`config.mk`:
```
export PLATFORM = sky130hd
export DESIGN_NAME = gdl_top
export DESIGN_NICKNAME = d
export VERILOG_FILES = /design/src/design/gdl_pkg.sv /design/src/design/gdl_subst.sv /design/src/design/gdl_top.sv
export SDC_FILE = /design/constraint.sdc
export NUM_CORES = 2
export LEC_CHECK = 0
export ABC_CLOCK_PERIOD_IN_PS = 3600
export BUFFER_PORTS_ARGS = -buffer_cell sky130_fd_sc_hd__clkbuf_2
export CAP_MARGIN = 20
export CORE_MARGIN = 1.5
export CORE_UTILIZATION = 35
export DETAILED_ROUTE_END_ITERATION = 6
export PLACE_DENSITY_LB_ADDON = 0.1
export SYNTH_ARGS = -nofsm -noshare
export SYNTH_HDL_FRONTEND = slang
export SYNTH_SLANG_ARGS = --single-unit
```
`constraint.sdc`:
```
create_clock -name aclk -period 3.6 [get_ports aclk]
set_input_delay 0.54 -clock aclk [delete_from_list [all_inputs] [get_ports aclk]]
set_output_delay 0.54 -clock aclk [all_outputs]
set_load 0.05 [all_outputs]
```
`src/design/gdl_pkg.sv`:
```
/*
  Shared constants for the global data link configuration block:
  register offsets, field positions, reset values, limits and enumerations.
  Assumes a 32-bit AXI4-Lite register bus with 8-bit byte addresses.
*/
package gdl_pkg;

  localparam int unsigned ADDR_W = 8;

  // Register byte offsets
  localparam logic [7:0] OFF_CTRL     = 8'h00;
  localparam logic [7:0] OFF_FAULT_ID = 8'h04;
  localparam logic [7:0] OFF_LEGACY   = 8'h08;
  localparam logic [7:0] OFF_STATBASE = 8'h0c;
  localparam logic [7:0] OFF_MSG      = 8'h10;
  localparam logic [7:0] OFF_STATE    = 8'h14;
  localparam logic [7:0] OFF_IRQ_STAT = 8'h18;
  localparam logic [7:0] OFF_IRQ_EN   = 8'h1c;
  localparam logic [7:0] OFF_IRQ_CLR  = 8'h20;

  // Control register fields
  localparam int unsigned CTRL_SBN_LSB = 0;
  localparam int unsigned CTRL_SBN_W   = 5;
  localparam int unsigned CTRL_RATE_LSB = 8;
  localparam int unsigned CTRL_POL_BIT = 12;
  localparam int unsigned CTRL_FRE_BIT = 16;
  localparam int unsigned CTRL_GO_BIT  = 31;

  // Message register fields
  localparam int unsigned MSG_LEN_LSB  = 0;
  localparam int unsigned MSG_LEN_W    = 11;
  localparam int unsigned MSG_KIND_BIT = 12;
  localparam int unsigned MSG_SKIP_LSB = 16;

  // State register fields
  localparam int unsigned ST_CONF_BIT  = 0;
  localparam int unsigned ST_ERR_BIT   = 1;
  localparam int unsigned ST_HOST_BIT  = 2;
  localparam int unsigned ST_LINK_BIT  = 3;
  localparam int unsigned ST_RATE_LSB  = 8;

  typedef enum logic [1:0] {
    GDL_RATE_STD  = 2'b00,
    GDL_RATE_EXT  = 2'b01,
    GDL_RATE_R768 = 2'b10,
    GDL_RATE_R384 = 2'b11
  } gdl_rate_e;

  typedef enum logic {
    GDL_FILL_ZERO = 1'b0,
    GDL_FILL_HOLD = 1'b1
  } gdl_policy_e;

  typedef enum logic {
    GDL_MEM_BIT  = 1'b0,
    GDL_MEM_WORD = 1'b1
  } gdl_mem_e;

  // Reset values and limits
  localparam logic [4:0]  SBN_RST        = 5'h10;
  localparam logic [4:0]  SBN_MAX_SLOW   = 5'h0f;
  localparam logic [7:0]  FID_RST        = 8'h21;
  localparam logic [7:0]  FID_MIN        = 8'h10;
  localparam logic [7:0]  FID_MAX        = 8'hfe;
  localparam logic [15:0] LEGACY_MAX     = 16'h3fff;
  localparam logic [15:0] STATBASE_RST   = 16'h0001;
  localparam logic [10:0] LEN_WORD_MAX   = 11'h040;
  localparam logic [10:0] LEN_BIT_MAX    = 11'h400;
  localparam logic [7:0]  SKIP_MAX       = 8'h80;
  localparam logic [11:0] MSG_BYTES      = 12'h080;

  // Interrupt bits
  localparam int unsigned IRQ_W        = 4;
  localparam int unsigned IRQ_CFG_ERR  = 0;
  localparam int unsigned IRQ_HOST_OFF = 1;
  localparam int unsigned IRQ_STN_LOST = 2;
  localparam int unsigned IRQ_RX       = 3;

  localparam logic [1:0] RESP_OKAY   = 2'b00;
  localparam logic [1:0] RESP_SLVERR = 2'b10;

  localparam int unsigned STATIONS = 32;

endpackage : gdl_pkg

```
`src/design/gdl_subst.sv`:
```
/*
  Loss substitution stage for one 32-bit data word.
  Assumes live and load come from logic on the same clock.
*/
`timescale 1ns/1ps
module gdl_subst
  import gdl_pkg::*;
(
  input  wire logic        aclk,
  input  wire logic        aresetn,
  input  wire logic        live,
  input  wire logic        load,
  input  wire logic [31:0] din,
  input  wire gdl_policy_e policy,
  output logic [31:0]      dout
);

  typedef struct packed {
    logic [31:0] last;
    logic [31:0] out;
  } gdl_subst_s;

  gdl_subst_s st_reg;
  gdl_subst_s st_next;

  always_comb begin
    st_next = st_reg;
    if (live && load) begin
      st_next.last = din;
      st_next.out  = din;
    end else if (!live) begin
      // Last valid word or zeros once the source is lost
      st_next.out = (policy == GDL_FILL_HOLD) ? st_reg.last : 32'h0000_0000;
    end
  end

  always_ff @(posedge aclk) begin
    if (!aresetn) begin
      st_reg <= '0;
    end else begin
      st_reg <= st_next;
    end
  end

  assign dout = st_reg.out;

endmodule : gdl_subst

```
`src/design/gdl_top.sv`:
```
/*
  Global data link configuration bank: AXI4-Lite registers holding station
  number, link rate, fault report settings, legacy base, status base and
  message layout, plus outgoing and incoming loss substitution.
  Assumes link-side inputs (scan tick, receive stream, presence map, host
  liveness) come from logic on aclk.
*/
`timescale 1ns/1ps
// Operation
// - Station number is 0..31 and resets to 16.
// - Link rate offers standard, extended, 76.8 and 38.4 kbaud, equal on every station.
// - Rate resets to 153.6 kbaud standard.
// - At 38.4 kbaud only stations 0..15 may be used.
// - One policy, resetting to zero fill, selects hold-last or zeros on loss.
// - Outgoing data is substituted when the host stops servicing the block.
// - Incoming data of missing stations is substituted before the host sees it.
// - The same policy serves both directions.
// - A 32-bit status word is published with a base that resets to the first point.
// - Legacy base accepts 1..16383, zero disabling delivery; the code only stores the value for read-back.
// - Fault reporting resets off and its station ID is 16..254, resetting to 33.
// - Length is 0..64 words or 0..1024 bits, zero meaning no exchange.
// - Skip bytes are 0..128 and skip plus length stays within the message.
// - A message maps to one memory kind only.
// - Nothing is exchanged until configuration is complete.
// - Transmission continues each scan while the host is stopped.
module gdl_top
  import gdl_pkg::*;
(
  input  wire logic               aclk,
  input  wire logic               aresetn,
  input  wire logic [ADDR_W-1:0]  s_axi_awaddr,
  input  wire logic               s_axi_awvalid,
  output logic                    s_axi_awready,
  input  wire logic [31:0]        s_axi_wdata,
  input  wire logic [3:0]         s_axi_wstrb,
  input  wire logic               s_axi_wvalid,
  output logic                    s_axi_wready,
  output logic [1:0]              s_axi_bresp,
  output logic                    s_axi_bvalid,
  input  wire logic               s_axi_bready,
  input  wire logic [ADDR_W-1:0]  s_axi_araddr,
  input  wire logic               s_axi_arvalid,
  output logic                    s_axi_arready,
  output logic [31:0]             s_axi_rdata,
  output logic [1:0]              s_axi_rresp,
  output logic                    s_axi_rvalid,
  input  wire logic               s_axi_rready,
  input  wire logic               host_alive,
  input  wire logic               host_tx_load,
  input  wire logic [31:0]        host_tx_data,
  input  wire logic               scan_tick,
  output logic                    bus_tx_valid,
  output logic [31:0]             bus_tx_data,
  input  wire logic               rx_valid,
  input  wire logic [4:0]         rx_station,
  input  wire logic [31:0]        rx_data,
  input  wire logic [31:0]        station_present,
  input  wire logic [4:0]         host_rx_station,
  output logic [31:0]             host_rx_data,
  output logic                    link_enable,
  output logic [31:0]             status_word,
  output logic [15:0]             status_base,
  output logic                    irq
);

  typedef struct packed {
    logic                   aw_got;
    logic                   w_got;
    logic [ADDR_W-1:0]      aw_addr;
    logic [31:0]            w_data;
    logic [3:0]             w_strb;
    logic                   bvalid;
    logic [1:0]             bresp;
    logic                   rvalid;
    logic [31:0]            rdata;
    logic [1:0]             rresp;
    logic [4:0]             sbn;
    gdl_rate_e              rate;
    gdl_policy_e            policy;
    logic                   fre;
    logic [7:0]             fid;
    logic [15:0]            legacy;
    logic [15:0]            stat_base;
    logic [10:0]            len;
    gdl_mem_e               kind;
    logic [7:0]             skip;
    logic                   configured;
    logic                   cfg_err;
    logic [IRQ_W-1:0]       irq_stat;
    logic [IRQ_W-1:0]       irq_en;
    logic                   host_alive_d;
    logic [31:0]            present_d;
    logic [STATIONS-1:0][31:0] rx_mem;
    logic [31:0]            host_rx;
    logic                   tx_valid;
  } gdl_state_s;

  gdl_state_s st_reg;
  gdl_state_s st_next;
  logic [31:0] tx_word;

  // Byte-lane merge of a write onto a stored word
  function automatic logic [31:0] merge(input logic [31:0] old, input logic [31:0] wd,
                                        input logic [3:0] strb);
    logic [31:0] r;
    r = old;
    for (int i = 0; i < 4; i++) begin
      if (strb[i]) begin
        r[i*8 +: 8] = wd[i*8 +: 8];
      end
    end
    return r;
  endfunction : merge

  // Message size in bytes for the given kind and length
  function automatic logic [11:0] msg_bytes(input gdl_mem_e kind, input logic [10:0] len);
    logic [11:0] r;
    r = (kind == GDL_MEM_WORD) ? {len, 1'b0} : 12'({len + 11'h007} >> 3);
    return r;
  endfunction : msg_bytes

  function automatic logic [31:0] ctrl_word(input gdl_state_s s);
    logic [31:0] r;
    r = '0;
    r[CTRL_SBN_LSB +: CTRL_SBN_W] = s.sbn;
    r[CTRL_RATE_LSB +: 2] = s.rate;
    r[CTRL_POL_BIT] = s.policy;
    r[CTRL_FRE_BIT] = s.fre;
    r[CTRL_GO_BIT] = s.configured;
    return r;
  endfunction : ctrl_word

  function automatic logic [31:0] msg_word(input gdl_state_s s);
    logic [31:0] r;
    r = '0;
    r[MSG_LEN_LSB +: MSG_LEN_W] = s.len;
    r[MSG_KIND_BIT] = s.kind;
    r[MSG_SKIP_LSB +: 8] = s.skip;
    return r;
  endfunction : msg_word

  logic [31:0]      wv;
  logic             do_write;
  logic             wr_bad;
  logic             wr_unmapped;
  logic [IRQ_W-1:0] irq_set;
  logic [IRQ_W-1:0] irq_clr;
  logic [4:0]       n_sbn;
  gdl_rate_e        n_rate;
  logic [10:0]      n_len;
  gdl_mem_e         n_kind;
  logic [7:0]       n_skip;
  logic             exch;

  always_comb begin
    st_next     = st_reg;
    wv          = '0;
    wr_bad      = 1'b0;
    wr_unmapped = 1'b0;
    irq_set     = '0;
    irq_clr     = '0;
    n_sbn       = st_reg.sbn;
    n_rate      = st_reg.rate;
    n_len       = st_reg.len;
    n_kind      = st_reg.kind;
    n_skip      = st_reg.skip;
    exch        = st_reg.configured && (st_reg.len != 11'h000);

    // Write channel: address and data taken in either order
    if (s_axi_awvalid && s_axi_awready) begin
      st_next.aw_got  = 1'b1;
      st_next.aw_addr = s_axi_awaddr;
    end
    if (s_axi_wvalid && s_axi_wready) begin
      st_next.w_got  = 1'b1;
      st_next.w_data = s_axi_wdata;
      st_next.w_strb = s_axi_wstrb;
    end
    if (st_reg.bvalid && s_axi_bready) begin
      st_next.bvalid = 1'b0;
    end
    do_write = st_reg.aw_got && st_reg.w_got && !st_reg.bvalid;

    if (do_write) begin
      st_next.aw_got = 1'b0;
      st_next.w_got  = 1'b0;
      st_next.bvalid = 1'b1;
      unique case (st_reg.aw_addr)
        OFF_CTRL: begin
          wv     = merge(ctrl_word(st_reg), st_reg.w_data, st_reg.w_strb);
          n_sbn  = wv[CTRL_SBN_LSB +: CTRL_SBN_W];
          n_rate = gdl_rate_e'(wv[CTRL_RATE_LSB +: 2]);
          wr_bad = (n_rate == GDL_RATE_R384) && (n_sbn > SBN_MAX_SLOW);
          if (!wr_bad) begin
            st_next.sbn        = n_sbn;
            st_next.rate       = n_rate;
            st_next.policy     = gdl_policy_e'(wv[CTRL_POL_BIT]);
            st_next.fre        = wv[CTRL_FRE_BIT];
            st_next.configured = wv[CTRL_GO_BIT];
          end
        end
        OFF_FAULT_ID: begin
          wv     = merge({24'h000000, st_reg.fid}, st_reg.w_data, st_reg.w_strb);
          wr_bad = (wv[31:8] != 24'h000000) || (wv[7:0] < FID_MIN) || (wv[7:0] > FID_MAX);
          if (!wr_bad) begin
            st_next.fid = wv[7:0];
          end
        end
        OFF_LEGACY: begin
          wv     = merge({16'h0000, st_reg.legacy}, st_reg.w_data, st_reg.w_strb);
          wr_bad = (wv[31:16] != 16'h0000) || (wv[15:0] > LEGACY_MAX);
          if (!wr_bad) begin
            st_next.legacy = wv[15:0];
          end
        end
        OFF_STATBASE: begin
          wv     = merge({16'h0000, st_reg.stat_base}, st_reg.w_data, st_reg.w_strb);
          wr_bad = (wv[31:16] != 16'h0000);
          if (!wr_bad) begin
            st_next.stat_base = wv[15:0];
          end
        end
        OFF_MSG: begin
          wv     = merge(msg_word(st_reg), st_reg.w_data, st_reg.w_strb);
          n_len  = wv[MSG_LEN_LSB +: MSG_LEN_W];
          n_kind = gdl_mem_e'(wv[MSG_KIND_BIT]);
          n_skip = wv[MSG_SKIP_LSB +: 8];
          wr_bad = ((n_kind == GDL_MEM_WORD) ? (n_len > LEN_WORD_MAX)
                                              : (n_len > LEN_BIT_MAX))
                   || (n_skip > SKIP_MAX)
                   || ({4'h0, n_skip} + msg_bytes(n_kind, n_len) > MSG_BYTES);
          if (!wr_bad) begin
            st_next.len  = n_len;
            st_next.kind = n_kind;
            st_next.skip = n_skip;
          end
        end
        OFF_IRQ_EN: begin
          wv             = merge({28'h0000000, st_reg.irq_en}, st_reg.w_data, st_reg.w_strb);
          st_next.irq_en = wv[IRQ_W-1:0];
        end
        OFF_IRQ_CLR: begin
          irq_clr = st_reg.w_data[IRQ_W-1:0] & {IRQ_W{st_reg.w_strb[0]}};
        end
        OFF_STATE, OFF_IRQ_STAT: begin
          wr_unmapped = 1'b0;
        end
        default: begin
          wr_unmapped = 1'b1;
        end
      endcase
      st_next.bresp = (wr_bad || wr_unmapped) ? RESP_SLVERR : RESP_OKAY;
      if (wr_bad) begin
        st_next.cfg_err     = 1'b1;
        irq_set[IRQ_CFG_ERR] = 1'b1;
      end
    end

    // Read channel
    if (st_reg.rvalid && s_axi_rready) begin
      st_next.rvalid = 1'b0;
    end
    if (s_axi_arvalid && s_axi_arready) begin
      st_next.rvalid = 1'b1;
      st_next.rresp  = RESP_OKAY;
      unique case (s_axi_araddr)
        OFF_CTRL:     st_next.rdata = ctrl_word(st_reg);
        OFF_FAULT_ID: st_next.rdata = {24'h000000, st_reg.fid};
        OFF_LEGACY:   st_next.rdata = {16'h0000, st_reg.legacy};
        OFF_STATBASE: st_next.rdata = {16'h0000, st_reg.stat_base};
        OFF_MSG:      st_next.rdata = msg_word(st_reg);
        OFF_STATE:    st_next.rdata = status_word;
        OFF_IRQ_STAT: st_next.rdata = {28'h0000000, st_reg.irq_stat};
        OFF_IRQ_EN:   st_next.rdata = {28'h0000000, st_reg.irq_en};
        OFF_IRQ_CLR:  st_next.rdata = 32'h0000_0000;
        default: begin
          st_next.rdata = 32'h0000_0000;
          st_next.rresp = RESP_SLVERR;
        end
      endcase
    end

    // Incoming path: store per station, substitute for missing ones
    st_next.present_d    = station_present;
    st_next.host_alive_d = host_alive;
    if (exch && rx_valid) begin
      st_next.rx_mem[rx_station] = rx_data;
      irq_set[IRQ_RX]            = 1'b1;
    end
    if (!exch) begin
      st_next.host_rx = 32'h0000_0000;
    end else if (station_present[host_rx_station]) begin
      st_next.host_rx = st_reg.rx_mem[host_rx_station];
    end else begin
      st_next.host_rx = (st_reg.policy == GDL_FILL_HOLD)
                      ? st_reg.rx_mem[host_rx_station] : 32'h0000_0000;
    end
    if (|(st_reg.present_d & ~station_present)) begin
      irq_set[IRQ_STN_LOST] = 1'b1;
    end
    if (st_reg.host_alive_d && !host_alive) begin
      irq_set[IRQ_HOST_OFF] = 1'b1;
    end

    // One word out per scan, host alive or not
    st_next.tx_valid = exch && scan_tick;

    // Set wins over clear
    st_next.irq_stat = (st_reg.irq_stat & ~irq_clr) | irq_set;
  end

  always_ff @(posedge aclk) begin
    if (!aresetn) begin
      st_reg           <= '0;
      st_reg.sbn       <= SBN_RST;
      st_reg.rate      <= GDL_RATE_STD;
      st_reg.policy    <= GDL_FILL_ZERO;
      st_reg.fid       <= FID_RST;
      st_reg.stat_base <= STATBASE_RST;
      st_reg.kind      <= GDL_MEM_WORD;
    end else begin
      st_reg <= st_next;
    end
  end

  gdl_subst u_tx_subst (
    .aclk    (aclk),
    .aresetn (aresetn),
    .live    (host_alive),
    .load    (host_tx_load && st_reg.configured),
    .din     (host_tx_data),
    .policy  (st_reg.policy),
    .dout    (tx_word)
  );

  assign s_axi_awready = !st_reg.aw_got && !st_reg.bvalid;
  assign s_axi_wready  = !st_reg.w_got && !st_reg.bvalid;
  assign s_axi_bvalid  = st_reg.bvalid;
  assign s_axi_bresp   = st_reg.bresp;
  assign s_axi_arready = !st_reg.rvalid;
  assign s_axi_rvalid  = st_reg.rvalid;
  assign s_axi_rdata   = st_reg.rdata;
  assign s_axi_rresp   = st_reg.rresp;

  assign bus_tx_valid = st_reg.tx_valid;
  assign bus_tx_data  = st_reg.tx_valid ? tx_word : 32'h0000_0000;
  assign host_rx_data = st_reg.host_rx;
  assign link_enable  = st_reg.configured;
  assign status_base  = st_reg.stat_base;
  assign irq          = |(st_reg.irq_stat & st_reg.irq_en);

  always_comb begin
    status_word                   = 32'h0000_0000;
    status_word[ST_CONF_BIT]      = st_reg.configured;
    status_word[ST_ERR_BIT]       = st_reg.cfg_err;
    status_word[ST_HOST_BIT]      = st_reg.host_alive_d;
    status_word[ST_LINK_BIT]      = st_reg.configured && (st_reg.len != 11'h000);
    status_word[ST_RATE_LSB +: 2] = st_reg.rate;
  end

endmodule : gdl_top

```
### After elaboration in Yosys (flattened, before gate mapping)

Index checks and enable logic that the tools add are counted.

| storage, ports and cells | value |
|---|---|
| register bits after elaboration | 1,317 |
| bits of input ports | 169 |
| output and inout port bits | 156 |
| logic and storage cells | 235 |

| cells by class | value |
|---|---|
| add/subtract/negate cells | 2 |
| magnitude comparators | 11 |
| equality and inequality tests | 19 |
| mux-type cells | 74 |
| bitwise logic cells | 13 |
| reductions and logical operators | 53 |

Operator list:

| kind | number |
|---|---|
| $bwmux 1024 | 1 |
| $mux 32 | 8 |
| $mux 8 | 32 |
| $pmux 32 s8 | 1 |
| $bmux 32 s5 | 1 |
| $demux 32 s5 | 1 |
| $eq 8x5->1 const B | 8 |
| $mux 5 | 9 |
| $mux 35 | 1 |
| $and 32x32->32 | 1 |
| $eq 8x4->1 const B | 4 |
| $not 32->32 | 1 |
| $reduce_bool 16->1 | 2 |
| $reduce_or 32->1 | 1 |
| $reduce_bool 24->1 | 1 |
| $reduce_and 4->1 | 5 |
| $reduce_or 9->1 | 2 |
| $logic_and 1x1->1 | 17 |
| $eq 8x3->1 const B | 2 |
| $eq 8x6->1 const B | 2 |
| $gt 16x14->1 const B | 1 |
| $gt 8x8->1 const B | 2 |
| $logic_not 8->1 | 2 |
| $reduce_and 3->1 | 5 |
| other kinds (30) | 62 |

### Longest topological paths before layout

| logic depth | value |
|---|---|
| depth in word-level cells | 13 |
| depth in mapped cells | 16 |

### By module

A second synthesis with hierarchy kept.

| second synthesis, totals | value |
|---|---|
| cell total of the unflattened synthesis | 6,587 |
| area total of the unflattened synthesis | 59,736.0 um2 |

By module, submodules not included:

| module | instances | cells each | area each (um2) | seq. area each (um2) |
|---|---|---|---|---|
| gdl_top | 1 | 6,264 | 56,580.5 | 24,903.9 |
| gdl_subst | 1 | 323 | 3,155.5 | 1,281.2 |

### Worst setup path before layout

OpenSTA, ideal clock, no wires.

| path | value |
|---|---|
| path kind | register to register |
| start point | register st_reg[1207] (netlist name) |
| end point | register st_reg[1103] (netlist name) |
| library setup time | 0.072 ns |
| arrival | 3.694 ns |
| path slack | -0.165 ns |
| cell stages (with the launch flop) | 14 |
| path through | dfxtp_1 -> buf_2 -> mux2_2 -> nor3_1 -> nand4_1 -> o21a_1 -> o31ai_1 -> ha_1 -> xor2_1 -> or3_1 -> a211o_1 -> a21oi_4 -> buf_8 -> mux2i_1 |

| on the way | value |
|---|---|
| word-level cells in the longest chain between the ends | 10 |
| elaborated cells between the ends (all ways) | 14 |
| those cells by class | add/sub: 2; order compare: 3; mux: 5; bitwise: 1; reduce/logical: 3 |

Ends and longest elaborated chain:

| element | line | source |
|---|---|---|
| from (decl) | gdl_top.sv:98 | `gdl_state_s st_reg;` |
| from (signal assigned) | gdl_top.sv:322 | `st_reg <= st_next;` |
| $mux 8 * | gdl_top.sv:108 | `if (strb[i]) begin` |
| $mux 8 * | gdl_top.sv:188 | `unique case (st_reg.aw_addr)` |
| $mux 8 * | gdl_top.sv:184 | `if (do_write) begin` |
| $add 11x3->11 | gdl_top.sv:118 | `r = (kind == GDL_MEM_WORD) ? {len, 1'b0} : 12'({len + 11'h007} >> 3);` |
| $mux 12 | gdl_top.sv:118 |  |
| $add 8x12->12 | gdl_top.sv:231 | `\|\| ({4'h0, n_skip} + msg_bytes(n_kind, n_len) > MSG_BYTES);` |
| $gt 12x8->1 | gdl_top.sv:231 |  |
| $logic_or 1x1->1 * | gdl_top.sv:231 |  |
| $not 1->1 (no source line) * | - |  |
| $reduce_and 3->1 (no source line) * | - |  |

Every way passes the cells marked *; elsewhere a longest branch is shown, timed or not. The select of a mux whose other input is x is not followed.
A chain may end at the register's enable or synchronous reset.

### Worst setup path in the final report

| path | value |
|---|---|
| start point | register st_reg[1207] (netlist name) |
| end point | register st_reg[1108] (netlist name) |

The elaborated chain is that of the path after synthesis.

==> results.sh <==
export IMPL_nets=6810
export IMPL_fin_cells=8824
export IMPL_swShare=0.243
export IMPL_netlist_top_cells_area="dfxtp_1, nand2_1, mux4_2, a21oi_1, clkbuf_1"
export IMPL_comb_power_share=0.055
export IMPL_dp_final_hpwl_um=132000
export IMPL_synth_top_cell_by_area="dfxtp_1"
export IMPL_grt_use_total=0.256
export IMPL_wl_per_cell_um=24.2
export IMPL_cp_top_family="simple AND/OR/NAND/NOR gates"
export IMPL_clk_latency_ns=0.79
export IMPL_cap_violations=0
export IMPL_synth_async_reset_ratio=0
export IMPL_ys_ff_latch=1308
export IMPL_drt_first_pass_iters=7
export IMPL_switchingPower_w=0.00776
export IMPL_final_max_slew_viol_count=0
export IMPL_seqPwrFrac=0.457
export IMPL_critPathLaunchType="flop"
export IMPL_synth_area_um2=56100
export IMPL_synth_most_common_cell="nand2_1"
export IMPL_min_path_type="in2reg"
export IMPL_largest_reg_flops=1147
export IMPL_yosysUniqueCellTypes=69
export IMPL_cts_root_buffer_cell="clkbuf_16"
export IMPL_intPower_w=0.0241
export IMPL_cts_clk_slew_worst_paths_ns=0.06
export IMPL_ys_flop_type="dfxtp_1"
export IMPL_vdd_drop_max_mv=0.483
export IMPL_p_total_w=0.0319
export IMPL_crit_path_top_delay_cell="a211o_4"
export IMPL_drt_total_wl_um=214000
export IMPL_clock_fmax_mhz=289
export IMPL_routed_via_density=5.36
export IMPL_vias=47300
export IMPL_seq_area_frac_synth=0.467
export IMPL_fp_dieW_um=403
export IMPL_grt_max_degree=155
export IMPL_numCtsBuffers=149
export IMPL_p_per_area_nw_per_um2=483
export IMPL_synth_top_cell_area_share=0.467
export IMPL_critPathBufInv=2
export IMPL_dp_cells=8450
export IMPL_syn_inst=6505
export IMPL_drive_above_1_share=0.181
export IMPL_fin_crit_sh=0.961
export IMPL_antenna_found_initial=11
export IMPL_critPathMaxStageDelay_ns=0.39
export IMPL_pwr_share_clk=0.488
export IMPL_setup_viol=0
export IMPL_hp_start="s_axi_wstrb[0]"
export IMPL_cp_max_fo=11
export IMPL_cp_end_kind="flop"
export IMPL_worstPathArrival_ns=4.17
export IMPL_crit_chain="buf_6, mux2i_4, nor3_4, nand2_1, nand3_1, o21ai_2, ha_1, a21oi_2, and2_1, o21ai_1, or3_1, a211o_4, a21oi_4, buf_12, mux2i_1"
export IMPL_worst_clock_skew_ns=0.0225
export IMPL_die_area_um2=163000
export IMPL_cts_htree_levels=4
export IMPL_fp_dieH_um=403
export IMPL_finalWeightedCongestion=0.844
export IMPL_crit_path_start="st_reg[1207]"
export IMPL_worst_pin_slew_ns=0.953
export IMPL_whs_ns=0.0454
export IMPL_ant_nets=0
export IMPL_grt_pass1_wl_um=311000
export IMPL_fp_row_count=146
export IMPL_areaGrowthSynthToFinish_pct=17.6
export IMPL_io_pins=325
export IMPL_grt_pass1_vias=44900
export IMPL_path_class="reg2reg"
export IMPL_yosys_warnings=0
export IMPL_portBuffers=289
export IMPL_core_um2=159000
export IMPL_r2r_start="st_reg[1207]"
export IMPL_grt_ovfl_total=0
export IMPL_worstPathRequired_ns=4.31
export IMPL_maxSlewHeadroom=0.363
export IMPL_cts_max_path_buffers=3
export IMPL_start_util=0.354
export IMPL_status="complete, no violations"
export IMPL_synthTopCellsByCount="nand2_1, dfxtp_1, a21oi_1, clkbuf_1, mux4_2"
export IMPL_cts_sinks=1308
export IMPL_cts_tree="built"
export IMPL_synth_edf_count=0
export IMPL_avgSynthCellArea_um2=8.63
export IMPL_hold_violations=0
export IMPL_p_leak_nw=22.4
export IMPL_final_min_clock_period_ns=3.46
export IMPL_drc=0
export IMPL_drtIter0Drc=4258
export IMPL_fin_util=0.416
repair_timing:
action                                 4_1_cts  5_1_grt
setup endpoints to repair                   19       23
gates resized for setup                      8       22
buffers inserted                             0        4
endpoints found under the hold margin       97        0
pin swaps                                    1        4
hold buffers                                98        0
through the flow:
stage          TNS [ns]  setup slack, ns  instance area [um2]
2_1_floorplan         0          0.00830                56300
3_3_place_gp     -0.893          -0.0736                59900
3_5_place_dp     -0.756          -0.0720                59900
4_1_cts               0           0.0375                65900
5_1_grt         -0.0631          -0.0184                66000
6_report              0            0.141                66000
layer usage:
layer  wire [um]  GRT usage  share of wire
met1       93200      0.345           0.44
met2      101000      0.421           0.47
met3       14000     0.0442          0.065
met4        5590     0.0719          0.026
met5         105          0        0.00049
worst reg2reg max path: stages, from the launching register on:
cell and delay (ns):
dfxtp_2 0.33, buf_6 0.14, mux2i_4 0.20, nor3_4 0.27, nand2_1 0.13, nand3_1 0.11, o21ai_2 0.08, ha_1 0.35
a21oi_2 0.14, and2_1 0.16, o21ai_1 0.12, or3_1 0.38, a211o_4 0.39, a21oi_4 0.21, buf_12 0.18, mux2i_1 0.19
cell type report:
cell class	instances	area [um2]
fill	15700	92700
clock buffer	230	4450
inverter	45	176
tap	2072	2590
sequential	1308	26200
multi-input combinational	4491	27100
timing repair buffer	636	4990
clock inverter	40	534
antenna	2	5.00
cells in the final DEF (no fill, tap or decap), drive strengths merged, types with 11 or more instances in the layout:
cell type	netlist	layout
nand2	2304	2304
dfxtp	1308	1308
nor2	153	153
nor4	18	18
a21oi	1156	1156
dlygate4sd3	0	98
nand3	35	35
nand4	11	11
o22ai	15	15
o21ai	11	11
nor3	30	30
mux2i	112	112
mux4	331	331
nand2b	45	45
buf	245	255
conb	1	35
mux2	17	17
clkbuf	450	513
inv	45	52
or2	11	11
clkinv	0	25
a22oi	17	17
and2	60	60
a32o	32	32
worst paths after layout:
| kind | end | slack [ns] | depth (start not counted) |
|---|---|---|---|
| worst max register to register | st_reg[1108] | 0.14 | 15 |
| worst min register to register | st_reg[767] | 0.45 | 2 |
| worst min-delay path | st_reg[1207] | 0.05 | 3 |
| worst max-delay path | st_reg[1108] | 0.14 | 15 |
power by group through the flow:
stage	clock network [W]	registers [W]	logic, W
2_1_floorplan	0	0.0149	0.00105
4_1_cts	0.0159	0.0146	0.00175
3_3_place_gp	0	0.0149	0.00165
3_5_place_dp	0	0.0149	0.00165
5_1_grt	0.0164	0.0146	0.00185
6_report	0.0156	0.0146	0.00174
cell families after synthesis:
kind of cell,synth area share
AND/OR/NAND/NOR,0.192
XOR/XNOR,0.00109
other,0.0000668
buffers and inverters,0.0602
flip-flops,0.467
AO/OA/AOI/OAI,0.121
adder cells (fa/ha/maj),0.00236
multiplexers,0.156
No activity file was read; power rests on OpenSTA's default activity.
